**src/scr_pkg.sv**
```systemverilog
package scr_pkg;

    // ********************************
    // Register indices (byte address is four times the index)
    // ********************************
    localparam logic [9:0] IDX_CONTROL  = 10'h0C8;
    localparam logic [9:0] IDX_MODE     = 10'h0C9;
    localparam logic [9:0] IDX_CAP_LOW  = 10'h0CA;
    localparam logic [9:0] IDX_CAP_HIGH = 10'h0CB;
    localparam logic [9:0] IDX_CNT_LOW  = 10'h0CC;
    localparam logic [9:0] IDX_CNT_HIGH = 10'h0CD;
    localparam logic [9:0] IDX_AUX      = 10'h0CE;

    // ********************************
    // Field positions and reset values
    // ********************************
    localparam int MODE_DOWN_BIT  = 0;
    localparam int MODE_CLKOE_BIT = 1;
    localparam int AUX_SPEED_BIT  = 0;
    localparam int AUX_IRQEN_BIT  = 1;

    localparam logic [7:0]  RST_BYTE  = 8'h00;
    localparam logic [15:0] RST_COUNT = 16'h0000;
    localparam logic [15:0] CNT_MAX   = 16'hFFFF;

    // ********************************
    // Tick periods in core clocks
    // ********************************
    localparam logic [3:0] TICKS_SLOW = 4'hC;
    localparam logic [3:0] TICKS_FAST = 4'h4;
    localparam logic [3:0] TICKS_BAUD = 4'h2;

    localparam logic [1:0] RESP_OKAY   = 2'h0;
    localparam logic [1:0] RESP_SLVERR = 2'h2;

    typedef struct packed {
        logic rollover_flag;
        logic ext_event_flag;
        logic rx_baud_select;
        logic tx_baud_select;
        logic ext_trigger_enable;
        logic run_control;
        logic counter_select;
        logic capture_reload_select;
    } scr_ctrl_t;

    typedef struct packed {
        logic rx_tick;
        logic tx_tick;
    } scr_baud_t;

endpackage : scr_pkg

```
**src/scr_timer.sv**
```systemverilog
// Local design decision: the AXI4-Lite slave port.
`timescale 1ns/1ps
// How it works
// - Rollover flag sets on FFFFh to 0000h, or count equals capture when counting down.
// - Rollover flag stays set until software clears it.
// - Rollover flag sets only while both baud select bits are zero.
// - Trigger falling edge sets external flag if trigger enabled and not down counting.
// - Reload with down counting: external flag toggles per rollover, no interrupt.
// - Software clears edge-set external flag; flag set by edge or write interrupts.
// - Receive baud select picks timer 1 or this timer in serial modes 1, 3.
// - Transmit baud select picks timer 1 or this timer in serial modes 1, 3.
// - Either baud select forces baud generation mode at half the clock.
// - Trigger disabled ignores pin edges; enabled outside baud and down counting, edge captures or reloads.
// - Run control starts counting; halted timer keeps both count bytes except on an enabled trigger reload.
// - Counter select zero counts timer ticks by speed; one counts count pin falls outside baud mode.
// - Baud or clock output mode advances once every two clocks.
// - In baud mode capture select is ignored; reload after each overflow.
// - Capture select zero reloads on overflow and, unless down counting, on enabled trigger edge.
// - Capture select one with trigger enabled captures count on trigger edge.
// - Reload mode direction up, or trigger pin level when down counting enabled.
// - Capture bytes receive count on capture and supply reload value.
// - Clock output drives count pin; its rollovers raise no interrupt.
module scr_timer
    import scr_pkg::*;
#(
    parameter int ADDR_W = 12
) (
    input  wire logic               aclk,
    input  wire logic               aresetn,
    input  wire logic               clk_en,
    input  wire logic [ADDR_W-1:0]  s_axi_awaddr,
    input  wire logic               s_axi_awvalid,
    output logic                    s_axi_awready,
    input  wire logic [31:0]        s_axi_wdata,
    input  wire logic [3:0]         s_axi_wstrb,
    input  wire logic               s_axi_wvalid,
    output logic                    s_axi_wready,
    output logic [1:0]              s_axi_bresp,
    output logic                    s_axi_bvalid,
    input  wire logic               s_axi_bready,
    input  wire logic [ADDR_W-1:0]  s_axi_araddr,
    input  wire logic               s_axi_arvalid,
    output logic                    s_axi_arready,
    output logic [31:0]             s_axi_rdata,
    output logic [1:0]              s_axi_rresp,
    output logic                    s_axi_rvalid,
    input  wire logic               s_axi_rready,
    input  wire logic               ext_trigger_pin,
    input  wire logic               count_input_pin,
    output logic                    count_pin_o,
    output logic                    count_pin_oe,
    input  wire logic [1:0]         serial_mode,
    input  wire logic               timer1_overflow,
    output scr_pkg::scr_baud_t      baud_ticks,
    output logic                    timer_irq
);
    import scr_pkg::*;

    // ********************************
    // Register state
    // ********************************
    scr_ctrl_t   ctrl_reg;
    logic        down_count_enable_reg;
    logic        clock_out_enable_reg;
    logic        tick_speed_select_reg;
    logic        irq_enable_reg;
    logic [15:0] capture_reg;
    logic [15:0] count_reg;
    logic [15:0] count_next;
    logic [3:0]  pre_reg;
    logic        clk_out_reg;
    logic        pin_oe_reg;

    // ********************************
    // Bus decode
    // ********************************
    logic       wr_fire;
    logic       rd_fire;
    logic [9:0] wr_idx;
    logic [9:0] rd_idx;
    logic       wr_lane;
    logic [7:0] wr_byte;
    logic       ctrl_wr;
    logic       cap_lo_wr;
    logic       cap_hi_wr;
    logic       cnt_lo_wr;
    logic       cnt_hi_wr;
    logic       wr_mapped;
    logic       rd_mapped;
    logic [7:0] rd_byte;

    assign s_axi_awready = clk_en && !s_axi_bvalid && s_axi_awvalid && s_axi_wvalid;
    assign s_axi_wready  = s_axi_awready;
    assign s_axi_arready = clk_en && !s_axi_rvalid;
    assign wr_fire       = s_axi_awready;
    assign rd_fire       = s_axi_arready && s_axi_arvalid;
    assign wr_idx        = s_axi_awaddr[11:2];
    assign rd_idx        = s_axi_araddr[11:2];
    assign wr_lane       = wr_fire && s_axi_wstrb[0];
    assign wr_byte       = s_axi_wdata[7:0];
    assign ctrl_wr       = wr_lane && (wr_idx == IDX_CONTROL);
    assign cap_lo_wr     = wr_lane && (wr_idx == IDX_CAP_LOW);
    assign cap_hi_wr     = wr_lane && (wr_idx == IDX_CAP_HIGH);
    assign cnt_lo_wr     = wr_lane && (wr_idx == IDX_CNT_LOW);
    assign cnt_hi_wr     = wr_lane && (wr_idx == IDX_CNT_HIGH);
    assign wr_mapped     = (wr_idx >= IDX_CONTROL) && (wr_idx <= IDX_AUX);
    assign rd_mapped     = (rd_idx >= IDX_CONTROL) && (rd_idx <= IDX_AUX);

    always_comb begin
        case (rd_idx)
            IDX_CONTROL:  rd_byte = ctrl_reg;
            IDX_MODE:     rd_byte = {6'h00, clock_out_enable_reg, down_count_enable_reg};
            IDX_CAP_LOW:  rd_byte = capture_reg[7:0];
            IDX_CAP_HIGH: rd_byte = capture_reg[15:8];
            IDX_CNT_LOW:  rd_byte = count_reg[7:0];
            IDX_CNT_HIGH: rd_byte = count_reg[15:8];
            IDX_AUX:      rd_byte = {6'h00, irq_enable_reg, tick_speed_select_reg};
            default:      rd_byte = 8'h00;
        endcase
    end

    always_ff @(posedge aclk) begin
        if (!aresetn) begin
            s_axi_bvalid <= 1'b0;
            s_axi_bresp  <= RESP_OKAY;
        end else if (clk_en) begin
            if (wr_fire) begin
                s_axi_bvalid <= 1'b1;
                s_axi_bresp  <= wr_mapped ? RESP_OKAY : RESP_SLVERR;
            end else if (s_axi_bready) begin
                s_axi_bvalid <= 1'b0;
            end
        end
    end

    always_ff @(posedge aclk) begin
        if (!aresetn) begin
            s_axi_rvalid <= 1'b0;
            s_axi_rresp  <= RESP_OKAY;
            s_axi_rdata  <= 32'h0000_0000;
        end else if (clk_en) begin
            if (rd_fire) begin
                s_axi_rvalid <= 1'b1;
                s_axi_rresp  <= rd_mapped ? RESP_OKAY : RESP_SLVERR;
                s_axi_rdata  <= {24'h000000, rd_byte};
            end else if (s_axi_rready) begin
                s_axi_rvalid <= 1'b0;
            end
        end
    end

    // ********************************
    // Pin synchronisers
    // ********************************
    // Level moves only when stages two and three agree, filtering one-sample glitches
    logic [2:0] trig_sync;
    logic [2:0] cpin_sync;
    logic       trig_lvl_reg;
    logic       cpin_lvl_reg;
    logic       trig_fall;
    logic       cpin_fall;

    always_ff @(posedge aclk) begin
        if (!aresetn) begin
            trig_sync    <= 3'h7;
            cpin_sync    <= 3'h7;
            trig_lvl_reg <= 1'b1;
            cpin_lvl_reg <= 1'b1;
        end else if (clk_en) begin
            trig_sync <= {trig_sync[1:0], ext_trigger_pin};
            cpin_sync <= {cpin_sync[1:0], count_input_pin};
            if (trig_sync[1] == trig_sync[2]) begin
                trig_lvl_reg <= trig_sync[2];
            end
            if (cpin_sync[1] == cpin_sync[2]) begin
                cpin_lvl_reg <= cpin_sync[2];
            end
        end
    end

    assign trig_fall = trig_lvl_reg && !trig_sync[2] && (trig_sync[1] == trig_sync[2]);
    assign cpin_fall = cpin_lvl_reg && !cpin_sync[2] && (cpin_sync[1] == cpin_sync[2]);

    // ********************************
    // Mode decode
    // ********************************
    logic       baud_mode;
    logic       clkout_active;
    logic       fast_mode;
    logic       toggle_mode;
    logic       counting_down;
    logic       reload_mode;
    logic [3:0] pre_limit;
    logic       pre_hit;
    logic       tick_evt;
    logic       ovf_evt;
    logic       trig_reload;
    logic       cap_evt;
    logic       ext_set;

    assign baud_mode     = ctrl_reg.rx_baud_select || ctrl_reg.tx_baud_select;
    assign clkout_active = clock_out_enable_reg && !ctrl_reg.counter_select;
    assign fast_mode     = baud_mode || clkout_active;
    assign toggle_mode   = down_count_enable_reg && !ctrl_reg.capture_reload_select
                           && !baud_mode;
    assign counting_down = toggle_mode && !trig_lvl_reg;
    assign reload_mode   = !ctrl_reg.capture_reload_select || fast_mode;

    always_comb begin
        if (fast_mode) begin
            pre_limit = TICKS_BAUD;
        end else if (tick_speed_select_reg) begin
            pre_limit = TICKS_FAST;
        end else begin
            pre_limit = TICKS_SLOW;
        end
    end

    assign pre_hit  = (pre_reg >= pre_limit - 4'h1);
    assign tick_evt = clk_en && ctrl_reg.run_control
                      && ((ctrl_reg.counter_select && !fast_mode) ? cpin_fall : pre_hit);
    assign ovf_evt  = tick_evt && (counting_down ? (count_reg == capture_reg)
                                                 : (count_reg == CNT_MAX));
    // Trigger pin steers direction when down counting, so it cannot also reload
    assign trig_reload = clk_en && trig_fall && ctrl_reg.ext_trigger_enable && !baud_mode
                         && !ctrl_reg.capture_reload_select && !down_count_enable_reg;
    assign cap_evt     = clk_en && trig_fall && ctrl_reg.ext_trigger_enable && !baud_mode
                         && ctrl_reg.capture_reload_select;
    assign ext_set     = clk_en && trig_fall && ctrl_reg.ext_trigger_enable
                         && !toggle_mode;

    always_ff @(posedge aclk) begin
        if (!aresetn) begin
            pre_reg <= 4'h0;
        end else if (clk_en && ctrl_reg.run_control) begin
            pre_reg <= pre_hit ? 4'h0 : pre_reg + 4'h1;
        end
    end

    // ********************************
    // Control and mode registers
    // ********************************
    always_ff @(posedge aclk) begin
        if (!aresetn) begin
            ctrl_reg <= RST_BYTE;
        end else if (clk_en) begin
            if (ctrl_wr) begin
                ctrl_reg <= wr_byte;
            end
            // Hardware set wins over a same-cycle software clear
            if (ovf_evt && !baud_mode) begin
                ctrl_reg.rollover_flag <= 1'b1;
            end
            if (ovf_evt && toggle_mode) begin
                ctrl_reg.ext_event_flag <= (ctrl_wr ? wr_byte[6] : ctrl_reg.ext_event_flag)
                                           ^ 1'b1;
            end else if (ext_set) begin
                ctrl_reg.ext_event_flag <= 1'b1;
            end
        end
    end

    always_ff @(posedge aclk) begin
        if (!aresetn) begin
            down_count_enable_reg <= 1'b0;
            clock_out_enable_reg  <= 1'b0;
            tick_speed_select_reg <= 1'b0;
            irq_enable_reg        <= 1'b0;
        end else if (clk_en && wr_lane) begin
            if (wr_idx == IDX_MODE) begin
                down_count_enable_reg <= wr_byte[MODE_DOWN_BIT];
                clock_out_enable_reg  <= wr_byte[MODE_CLKOE_BIT];
            end
            if (wr_idx == IDX_AUX) begin
                tick_speed_select_reg <= wr_byte[AUX_SPEED_BIT];
                irq_enable_reg        <= wr_byte[AUX_IRQEN_BIT];
            end
        end
    end

    // ********************************
    // Count and capture
    // ********************************
    always_comb begin
        count_next = count_reg;
        if (trig_reload) begin
            count_next = capture_reg;
        end else if (ovf_evt) begin
            if (counting_down) begin
                count_next = CNT_MAX;
            end else begin
                count_next = reload_mode ? capture_reg : RST_COUNT;
            end
        end else if (tick_evt) begin
            count_next = counting_down ? count_reg - 16'h0001 : count_reg + 16'h0001;
        end
        // Software writes win over the hardware update
        if (cnt_lo_wr) begin
            count_next[7:0] = wr_byte;
        end
        if (cnt_hi_wr) begin
            count_next[15:8] = wr_byte;
        end
    end

    always_ff @(posedge aclk) begin
        if (!aresetn) begin
            count_reg <= RST_COUNT;
        end else if (clk_en) begin
            count_reg <= count_next;
        end
    end

    always_ff @(posedge aclk) begin
        if (!aresetn) begin
            capture_reg <= RST_COUNT;
        end else if (clk_en) begin
            if (cap_evt) begin
                capture_reg <= count_reg;
            end
            if (cap_lo_wr) begin
                capture_reg[7:0] <= wr_byte;
            end
            if (cap_hi_wr) begin
                capture_reg[15:8] <= wr_byte;
            end
        end
    end

    // ********************************
    // Clock output, baud ticks, interrupt
    // ********************************
    always_ff @(posedge aclk) begin
        if (!aresetn) begin
            clk_out_reg <= 1'b0;
            pin_oe_reg  <= 1'b0;
        end else if (clk_en) begin
            pin_oe_reg <= clkout_active;
            if (ovf_evt && clkout_active) begin
                clk_out_reg <= !clk_out_reg;
            end
        end
    end

    assign count_pin_o  = clk_out_reg;
    assign count_pin_oe = pin_oe_reg;

    logic mode13;
    assign mode13 = serial_mode[0];

    always_ff @(posedge aclk) begin
        if (!aresetn) begin
            baud_ticks <= '0;
        end else if (clk_en) begin
            baud_ticks.rx_tick <= mode13 && (ctrl_reg.rx_baud_select ? ovf_evt
                                                                     : timer1_overflow);
            baud_ticks.tx_tick <= mode13 && (ctrl_reg.tx_baud_select ? ovf_evt
                                                                     : timer1_overflow);
        end
    end

    always_ff @(posedge aclk) begin
        if (!aresetn) begin
            timer_irq <= 1'b0;
        end else if (clk_en) begin
            timer_irq <= irq_enable_reg
                         && ((ctrl_reg.rollover_flag && !clkout_active)
                             || (ctrl_reg.ext_event_flag && !toggle_mode));
        end
    end

    // ********************************
    // Checks
    // ********************************
    a_roll_sets_flag: assert property (@(posedge aclk) disable iff (!aresetn)
        (ovf_evt && !baud_mode) |=> ctrl_reg.rollover_flag)
        else $error("rollover did not set flag");
    a_roll_flag_holds: assert property (@(posedge aclk) disable iff (!aresetn)
        (ctrl_reg.rollover_flag && !ctrl_wr) |=> ctrl_reg.rollover_flag)
        else $error("rollover flag cleared by hardware");
    a_baud_no_flag: assert property (@(posedge aclk) disable iff (!aresetn)
        (!ctrl_reg.rollover_flag && baud_mode && !ctrl_wr) |=> !ctrl_reg.rollover_flag)
        else $error("rollover flag set in baud mode");
    a_edge_sets_ext: assert property (@(posedge aclk) disable iff (!aresetn)
        (clk_en && trig_fall && ctrl_reg.ext_trigger_enable && !toggle_mode)
        |=> ctrl_reg.ext_event_flag)
        else $error("trigger edge did not set external flag");
    a_ext_toggles: assert property (@(posedge aclk) disable iff (!aresetn)
        (ovf_evt && toggle_mode && !ctrl_wr)
        |=> ctrl_reg.ext_event_flag != $past(ctrl_reg.ext_event_flag))
        else $error("external flag did not toggle");
    a_ext_irq: assert property (@(posedge aclk) disable iff (!aresetn)
        (clk_en && irq_enable_reg && ctrl_reg.ext_event_flag && !toggle_mode) |=> timer_irq)
        else $error("external flag raised no interrupt");
    a_rx_baud_sel: assert property (@(posedge aclk) disable iff (!aresetn)
        (clk_en && mode13 && ctrl_reg.rx_baud_select && ovf_evt) |=> baud_ticks.rx_tick)
        else $error("receive baud tick missing");
    a_tx_baud_sel: assert property (@(posedge aclk) disable iff (!aresetn)
        (clk_en && mode13 && !ctrl_reg.tx_baud_select && timer1_overflow)
        |=> baud_ticks.tx_tick)
        else $error("transmit baud tick missing");
    a_baud_half_rate: assert property (@(posedge aclk) disable iff (!aresetn)
        (tick_evt && fast_mode) |=> !tick_evt)
        else $error("fast mode ticked twice in a row");
    a_halt_keeps: assert property (@(posedge aclk) disable iff (!aresetn)
        (!ctrl_reg.run_control && !trig_reload && !cnt_lo_wr && !cnt_hi_wr)
        |=> $stable(count_reg))
        else $error("halted timer changed count");
    a_capture_count: assert property (@(posedge aclk) disable iff (!aresetn)
        (cap_evt && !cap_lo_wr && !cap_hi_wr) |=> capture_reg == $past(count_reg))
        else $error("capture did not latch count");
    a_reset_clear: assert property (@(posedge aclk)
        !aresetn |=> (count_reg == RST_COUNT) && (ctrl_reg == RST_BYTE))
        else $error("reset left state uncleared");

endmodule : scr_timer

```
**config.mk**
```make
export PLATFORM = sky130hd
export DESIGN_NAME = scr_timer
export DESIGN_NICKNAME = d
export VERILOG_FILES = /design/src/scr_pkg.sv /design/src/scr_timer.sv
export SDC_FILE = /design/constraint.sdc
export NUM_CORES = 1
export LEC_CHECK = 0
export BUFFER_PORTS_ARGS = -buffer_cell sky130_fd_sc_hd__buf_2
export CAP_MARGIN = 20
export CORE_ASPECT_RATIO = 1.2
export CORE_MARGIN = 10
export CORE_UTILIZATION = 40
export DETAILED_ROUTE_END_ITERATION = 10
export SYNTH_ARGS = -nofsm -noshare
export SYNTH_HDL_FRONTEND = slang
export SYNTH_SLANG_ARGS = --single-unit
```
**constraint.sdc**
```tcl
create_clock -name aclk -period 4.6 [get_ports aclk]
set_input_delay 0.46 -clock aclk [delete_from_list [all_inputs] [get_ports aclk]]
set_output_delay 0.46 -clock aclk [all_outputs]
set_load 0.02 [all_outputs]
```
# [Word level (Yosys, flattened, before mapping)]
# Cells that the tools add are included.
[totals] input_bits=73 ram_bits=0 mem_bits_ro=0 memories=0 word_cells=171 ff_bits=75 output_inout_bits=46 latch_bits=0
[op_classes] shift=0 muxes=30 eq_ne=18 multipliers=0 magnitude_cmp=5 reduce_logical=82 n_div=0 n_bitwise=1 add_sub_neg=4
[op_table] operator="$eq 10x8->1 const B" count=14
[op_table] operator="$mux 16" count=7
[op_table] operator="$pmux 8 s7" count=1
[op_table] operator="$logic_and 1x1->1" count=41
[op_table] operator="$mux 8" count=5
[op_table] operator="$reduce_and 2->1" count=16
[op_table] operator="$ge 10x8->1 const B" count=2
[op_table] operator="$le 10x8->1 const B" count=2
[op_table] operator="$add 16x1->16 const B" count=1
[op_table] operator="$eq 16x16->1" count=1
[op_table] operator="$eq 16x16->1 const B" count=1
[op_table] operator="$sub 16x1->16 const B" count=1
[op_table] operator="$logic_not 1->1" count=13
[op_table] operator="$mux 1" count=12
[op_table] operator="$mux 4" count=3
[op_table] operator="$reduce_bool 2->1" count=5
[op_table] operator="$reduce_bool 4->1" count=2
[op_table] operator="$add 4x1->4 const B" count=1
[op_table] operator="$ge 4x4->1" count=1
[op_table] operator="$logic_or 1x1->1" count=4
[op_table] operator="$mux 2" count=2
[op_table] operator="$sub 4x1->4 const B" count=1
[op_table] operator="$reduce_bool 3->1" count=1
[op_table] operator="$eq 1x1->1" count=2
[op_table] operator="$not 1->1" count=1

# [Longest topological paths before layout]
[logic_depth] depth_word=12 mapped_depth=16 depth_no_buf=12

# [Worst setup path after synthesis]
# No wires, ideal clock.
[synth_path] kind="flip-flop to flip-flop" startpoint="register ctrl_reg[0] (netlist name)" endpoint="register count_reg[6]" path_stages_with_launch=15 required_time_ns=4.468 path_buffers=4 t_arrival_ns=3.196 setup_ns=0.132 synth_period_minus_slack_ns=3.328 path_slack_ns=1.272 path_cell_list="dfxtp_1 -> buf_6 -> or4b_1 -> buf_2 -> buf_4 -> nor2_4 -> buf_2 -> xnor2_1 -> ha_1 -> or3_1 -> o41ai_1 -> xnor2_1 -> nor3_1 -> a2111oi_0 -> o22ai_1"
[synth_via] elab_chain_len=9 elab_cells_between_ends=18 classes_between="8 x mux; 10 x reduce/logical"
[synth_lines] element="start: declaration" line="scr_timer.sv:62" rtl="scr_ctrl_t ctrl_reg;"
[synth_lines] element="start signal: assignment" line="scr_timer.sv:248" rtl="ctrl_reg <= wr_byte;"
[synth_lines] element="$logic_not 1->1 *" line="scr_timer.sv:204, scr_timer.sv:207, scr_timer.sv:226"
[synth_lines] element="$logic_and 1x1->1" line="scr_timer.sv:204" rtl="assign toggle_mode = down_count_enable_reg && !ctrl_reg.capture_reload_select"
[synth_lines] element="$logic_and 1x1->1" line="scr_timer.sv:205" rtl="&& !baud_mode;"
[synth_lines] element="$logic_and 1x1->1" line="scr_timer.sv:206" rtl="assign counting_down = toggle_mode && !trig_lvl_reg;"
[synth_lines] element="$mux 16 / $mux 1 (equally long branches)" line="scr_timer.sv:295, scr_timer.sv:222"
[synth_lines] element="$mux 16 / $logic_and 1x1->1 (equally long branches)" line="scr_timer.sv:294, scr_timer.sv:222"
[synth_lines] element="$mux 16" line="scr_timer.sv:288" rtl="end else if (ovf_evt) begin"
[synth_lines] element="$mux 16" line="scr_timer.sv:286" rtl="if (trig_reload) begin"
[synth_lines] element="$mux 8" line="scr_timer.sv:298" rtl="if (cnt_lo_wr) begin"
[synth_lines] element="end signal: assignment" line="scr_timer.sv:310" rtl="count_reg <= count_next;"
[synth_lines] element="end: declaration" line="scr_timer.sv:68" rtl="logic [15:0] count_reg;"
# Mark *: on every way between the ends. The rest lies on a longest branch, timed or not. The select of a mux whose other input is x is not followed.
# A chain may end at the register's enable or synchronous reset.

# [Final worst setup path]
[layout_path] startpoint="register ctrl_reg[4] (netlist name)" endpoint="register count_reg[10]"
[layout_via] elab_chain_len=11 elab_cells_between_ends=27 classes_between="1 x add/sub; 1 x order compare; 10 x mux; 15 x reduce/logical"
[layout_lines] element="$logic_or 1x1->1 *" line="scr_timer.sv:201" rtl="assign baud_mode = ctrl_reg.rx_baud_select || ctrl_reg.tx_baud_select;"
[layout_lines] element="$logic_or 1x1->1" line="scr_timer.sv:203" rtl="assign fast_mode = baud_mode || clkout_active;"
[layout_lines] element="$mux 4" line="scr_timer.sv:210" rtl="if (fast_mode) begin"
[layout_lines] element="$sub 4x1->4" line="scr_timer.sv:219" rtl="assign pre_hit = (pre_reg >= pre_limit - 4'h1);"
[layout_lines] element="$ge 4x4->1" line="scr_timer.sv:219"
[layout_lines] element="$mux 1" line="scr_timer.sv:221" rtl="&& ((ctrl_reg.counter_select && !fast_mode) ? cpin_fall : pre_hit);"
[layout_lines] element="$logic_and 1x1->1" line="scr_timer.sv:221"
[layout_lines] element="$logic_and 1x1->1" line="scr_timer.sv:222" rtl="assign ovf_evt = tick_evt && (counting_down ? (count_reg == capture_reg)"
[layout_lines] element="$mux 16" line="scr_timer.sv:288"
[layout_lines] element="$mux 16" line="scr_timer.sv:286"
[layout_lines] element="$mux 8" line="scr_timer.sv:301" rtl="if (cnt_hi_wr) begin"
# Marked as above.

==> flow_metrics.py <==
metrics = {
    "outcome": {
        "outcome": "finished, violations left",
        "violations": "DRC",
    },
    "power_and_ir_drop": {
        "p_leak_nw": 2.496,
        "power.density_mw_per_mm2": 240.2,
        "ir_worst_vdd_mv": 0.2067,
        "fin_total_pwr_mw": 1.422,
    },
    "routing": {
        "drc": 1,
        "firstDrtPassIters": 9,
        "vias": 5360,
        "wl_per_cell_um": 20.79,
        "antenna_left": 0,
        "drt_wl_total_mm": 18.42,
        "vias_per_cell": 6.050,
        "initialDrtViolationCount": 437,
    },
    "clocking": {
        "cts_tree": "done",
        "postCtsHoldBufs": 0,
        "clkTransAtPathRegs_ns": 0.06,
        "root_buffer": "clkbuf_16",
        "numCtsBuffers": 9,
        "clkLatencyLatePin_ns": 0.35,
        "ctsResizeCount": 0,
        "clkSinkCount": 73,
        "cts_max_path_buffers": 2,
        "htreeDepth": 3,
        "cts_setup_buffers": 0,
    },
    "setup_path": {
        "critPathCaptureType": "flip-flop",
        "timing_worst_setup_path_type": "reg -> reg",
        "cp_max_fo": 18,
        "rrSetupSlack_ns": 0.80,
        "cp.required_ns": 4.81,
        "worstPathArrival_ns": 4.01,
        "startpoint_type": "flip-flop",
    },
    "synthesis": {
        "synthFlopType": "dfxtp_1",
        "synthMostInstantiatedCell": "nand2_1",
        "syn_area_mm2": 0.005421,
        "postSynthAreaPerCell_um2": 7.801,
        "ys_seq_area_frac": 0.2696,
        "ys_seq_elements": 73,
        "synthArstFlopShare": 0,
        "synth_common_cells": "nand2_1, dfxtp_1, nor2_1, clkbuf_1, mux2i_1",
        "ys_warn_count": 0,
        "synth.largest_area_cell": "dfxtp_1",
        "synth_area_leaders": "dfxtp_1, mux2i_1, nand2_1, buf_4, o211a_1",
        "syn_inst": 695,
        "yosysTopAreaCellShare": 0.2696,
        "synth_edf_count": 0,
        "synthDistinctLibCells": 72,
    },
    "grt": {
        "grt_overflow_total": 0,
        "antenna_found_initial": 0,
        "grt_pass1_wl_mm": 28.95,
        "grt_use_total": 0.1914,
        "grt_max_degree": 53,
        "grt_pass1_vias": 5217,
    },
    "sta": {
        "period_share": 0.8271,
        "fin_hold_ws_ns": 0.3290,
        "worstMarginPinSlew_ns": 1.000,
        "setup_ws_ns": 0.7955,
        "max_slew_margin": 0.3272,
        "final.setup.tns_ns": 0,
        "final_max_slew_viol_count": 0,
        "min_period_ns": 3.805,
        "setup_viol": 0,
        "rsz0062_at_grt": "false",
        "fin_skew_ns": 0.008422,
        "fmax_mhz": 262.8,
        "hold_violations": 0,
    },
    "floorplanning": {
        "coreArea_mm2": 0.01324,
        "rows": 46,
        "start_util": 0.4095,
        "die_w_um": 126.3,
        "die_y_um": 147.5,
        "die_area_mm2": 0.01863,
        "ioPinCount": 119,
    },
    "cells_and_area": {
        "syn_to_final_growth_pct": 9.231,
        "fin_nets": 790,
        "antennaDiodeCount": 0,
        "drive_gt1_frac": 0.1532,
    },
    "min_path": {
        "hold_path_class": "in -> reg",
    },
    "placement": {
        "port_buffers": 60,
        "pre_cts_slack_ns": 0.9078,
        "place_hpwl_mm": 13.42,
        "routabilityCongestion": 0.9236,
    },
    "job": {
        "cap_violations": 0,
    },
}
==> cell families after synthesis <==
group           Yosys count  synth area share
buf+inv                  99           0.09185
fa+ha+maj                 4          0.009232
other cells               1         0.0006917
flops                    73            0.2696
simple gates            255            0.2481
xor+xnor                 25           0.04039
mux                      43           0.08124
compound gates          195            0.2589
==> worst paths after layout <==
path / endpoint / depth (start not counted) / startpoint
setup / recovery: count_reg[10] / 11 / ctrl_reg[4]
setup reg to reg: count_reg[10] / 11 / ctrl_reg[4]
hold reg to reg: cpin_sync[0] / 2 / cpin_sync[0]
hold / removal: cpin_sync[0] / 3 / count_input_pin
==> placed cells by master (no fill, tap or decap), types with 6 or more instances in the layout <==
master,instances
a21boi_0,6
a21oi_1,26
a221o_1,12
a22oi_1,20
a31oi_1,18
and2_1,6
and3_1,8
buf_2,61
buf_4,8
clkbuf_16,9
conb_1,26
dfxtp_1,73
inv_1,12
mux2_2,8
mux2i_1,35
nand2_1,78
nand2b_1,8
nand3_1,18
nand4_1,15
nor2_1,46
nor2b_1,19
nor3_1,16
nor4_1,10
o211a_1,18
o211ai_1,17
o21ai_0,33
o22ai_1,8
xnor2_1,15
xor2_1,10
==> final cells by class <==
cell class | instances | area, um^2
Clock inverter | 7 | 58.81
Tap cell | 168 | 210.2
Sequential cell | 73 | 1461
Multi-Input combinational cell | 548 | 3556
Clock buffer | 9 | 225.2
Fill cell | 1353 | 7316
Timing Repair Buffer | 69 | 365.4
Inverter | 12 | 45.04
==> worst max-delay path: stages (launching register included) <==
cell and delay [ns]:
dfxtp_1 0.47, nor2_1 0.38, nand2_1 0.12, or2_2 0.30, ha_1 0.27, a21oi_1 0.07, a211oi_1 0.45, and3_1 0.29
nand3b_2 0.41, o21ai_2 0.56, a221o_1 0.25, a31oi_1 0.08
==> metal layers <==
| metal | wire, um | share of wire | up-vias | GRT usage |
|---|---|---|---|---|
| li1 | - | - | 2551 | - |
| met1 | 7385 | 0.40 | 2512 | 0.2260 |
| met2 | 9000 | 0.49 | 247 | 0.3139 |
| met3 | 1318 | 0.072 | 50 | 0.04687 |
| met4 | 719 | 0.039 | 0 | 0.09806 |
| met5 | 0 | 0 | - | 0 |
==> power by group <==
| part | switching, mW | leakage, nW | internal, mW |
|---|---|---|---|
| Clock | 0.310 | 0.133 | 0.374 |
| Sequential | 0.00301 | 0.589 | 0.637 |
| Combinational | 0.0702 | 1.77 | 0.0290 |
==> metrics by stage <==
| step | utilization | instance area [um^2] | cells |
|---|---|---|---|
| after floorplan | - | 5515 | 720 |
| after global placement | 0.4255 | 5633 | 869 |
| final | 0.4474 | 5922 | 886 |
| after CTS | 0.4470 | 5917 | 885 |
| after global routing | 0.4474 | 5922 | 886 |
| after detailed placement | 0.4255 | 5633 | 869 |
Note: power is estimated with default switching activity, not from simulation.
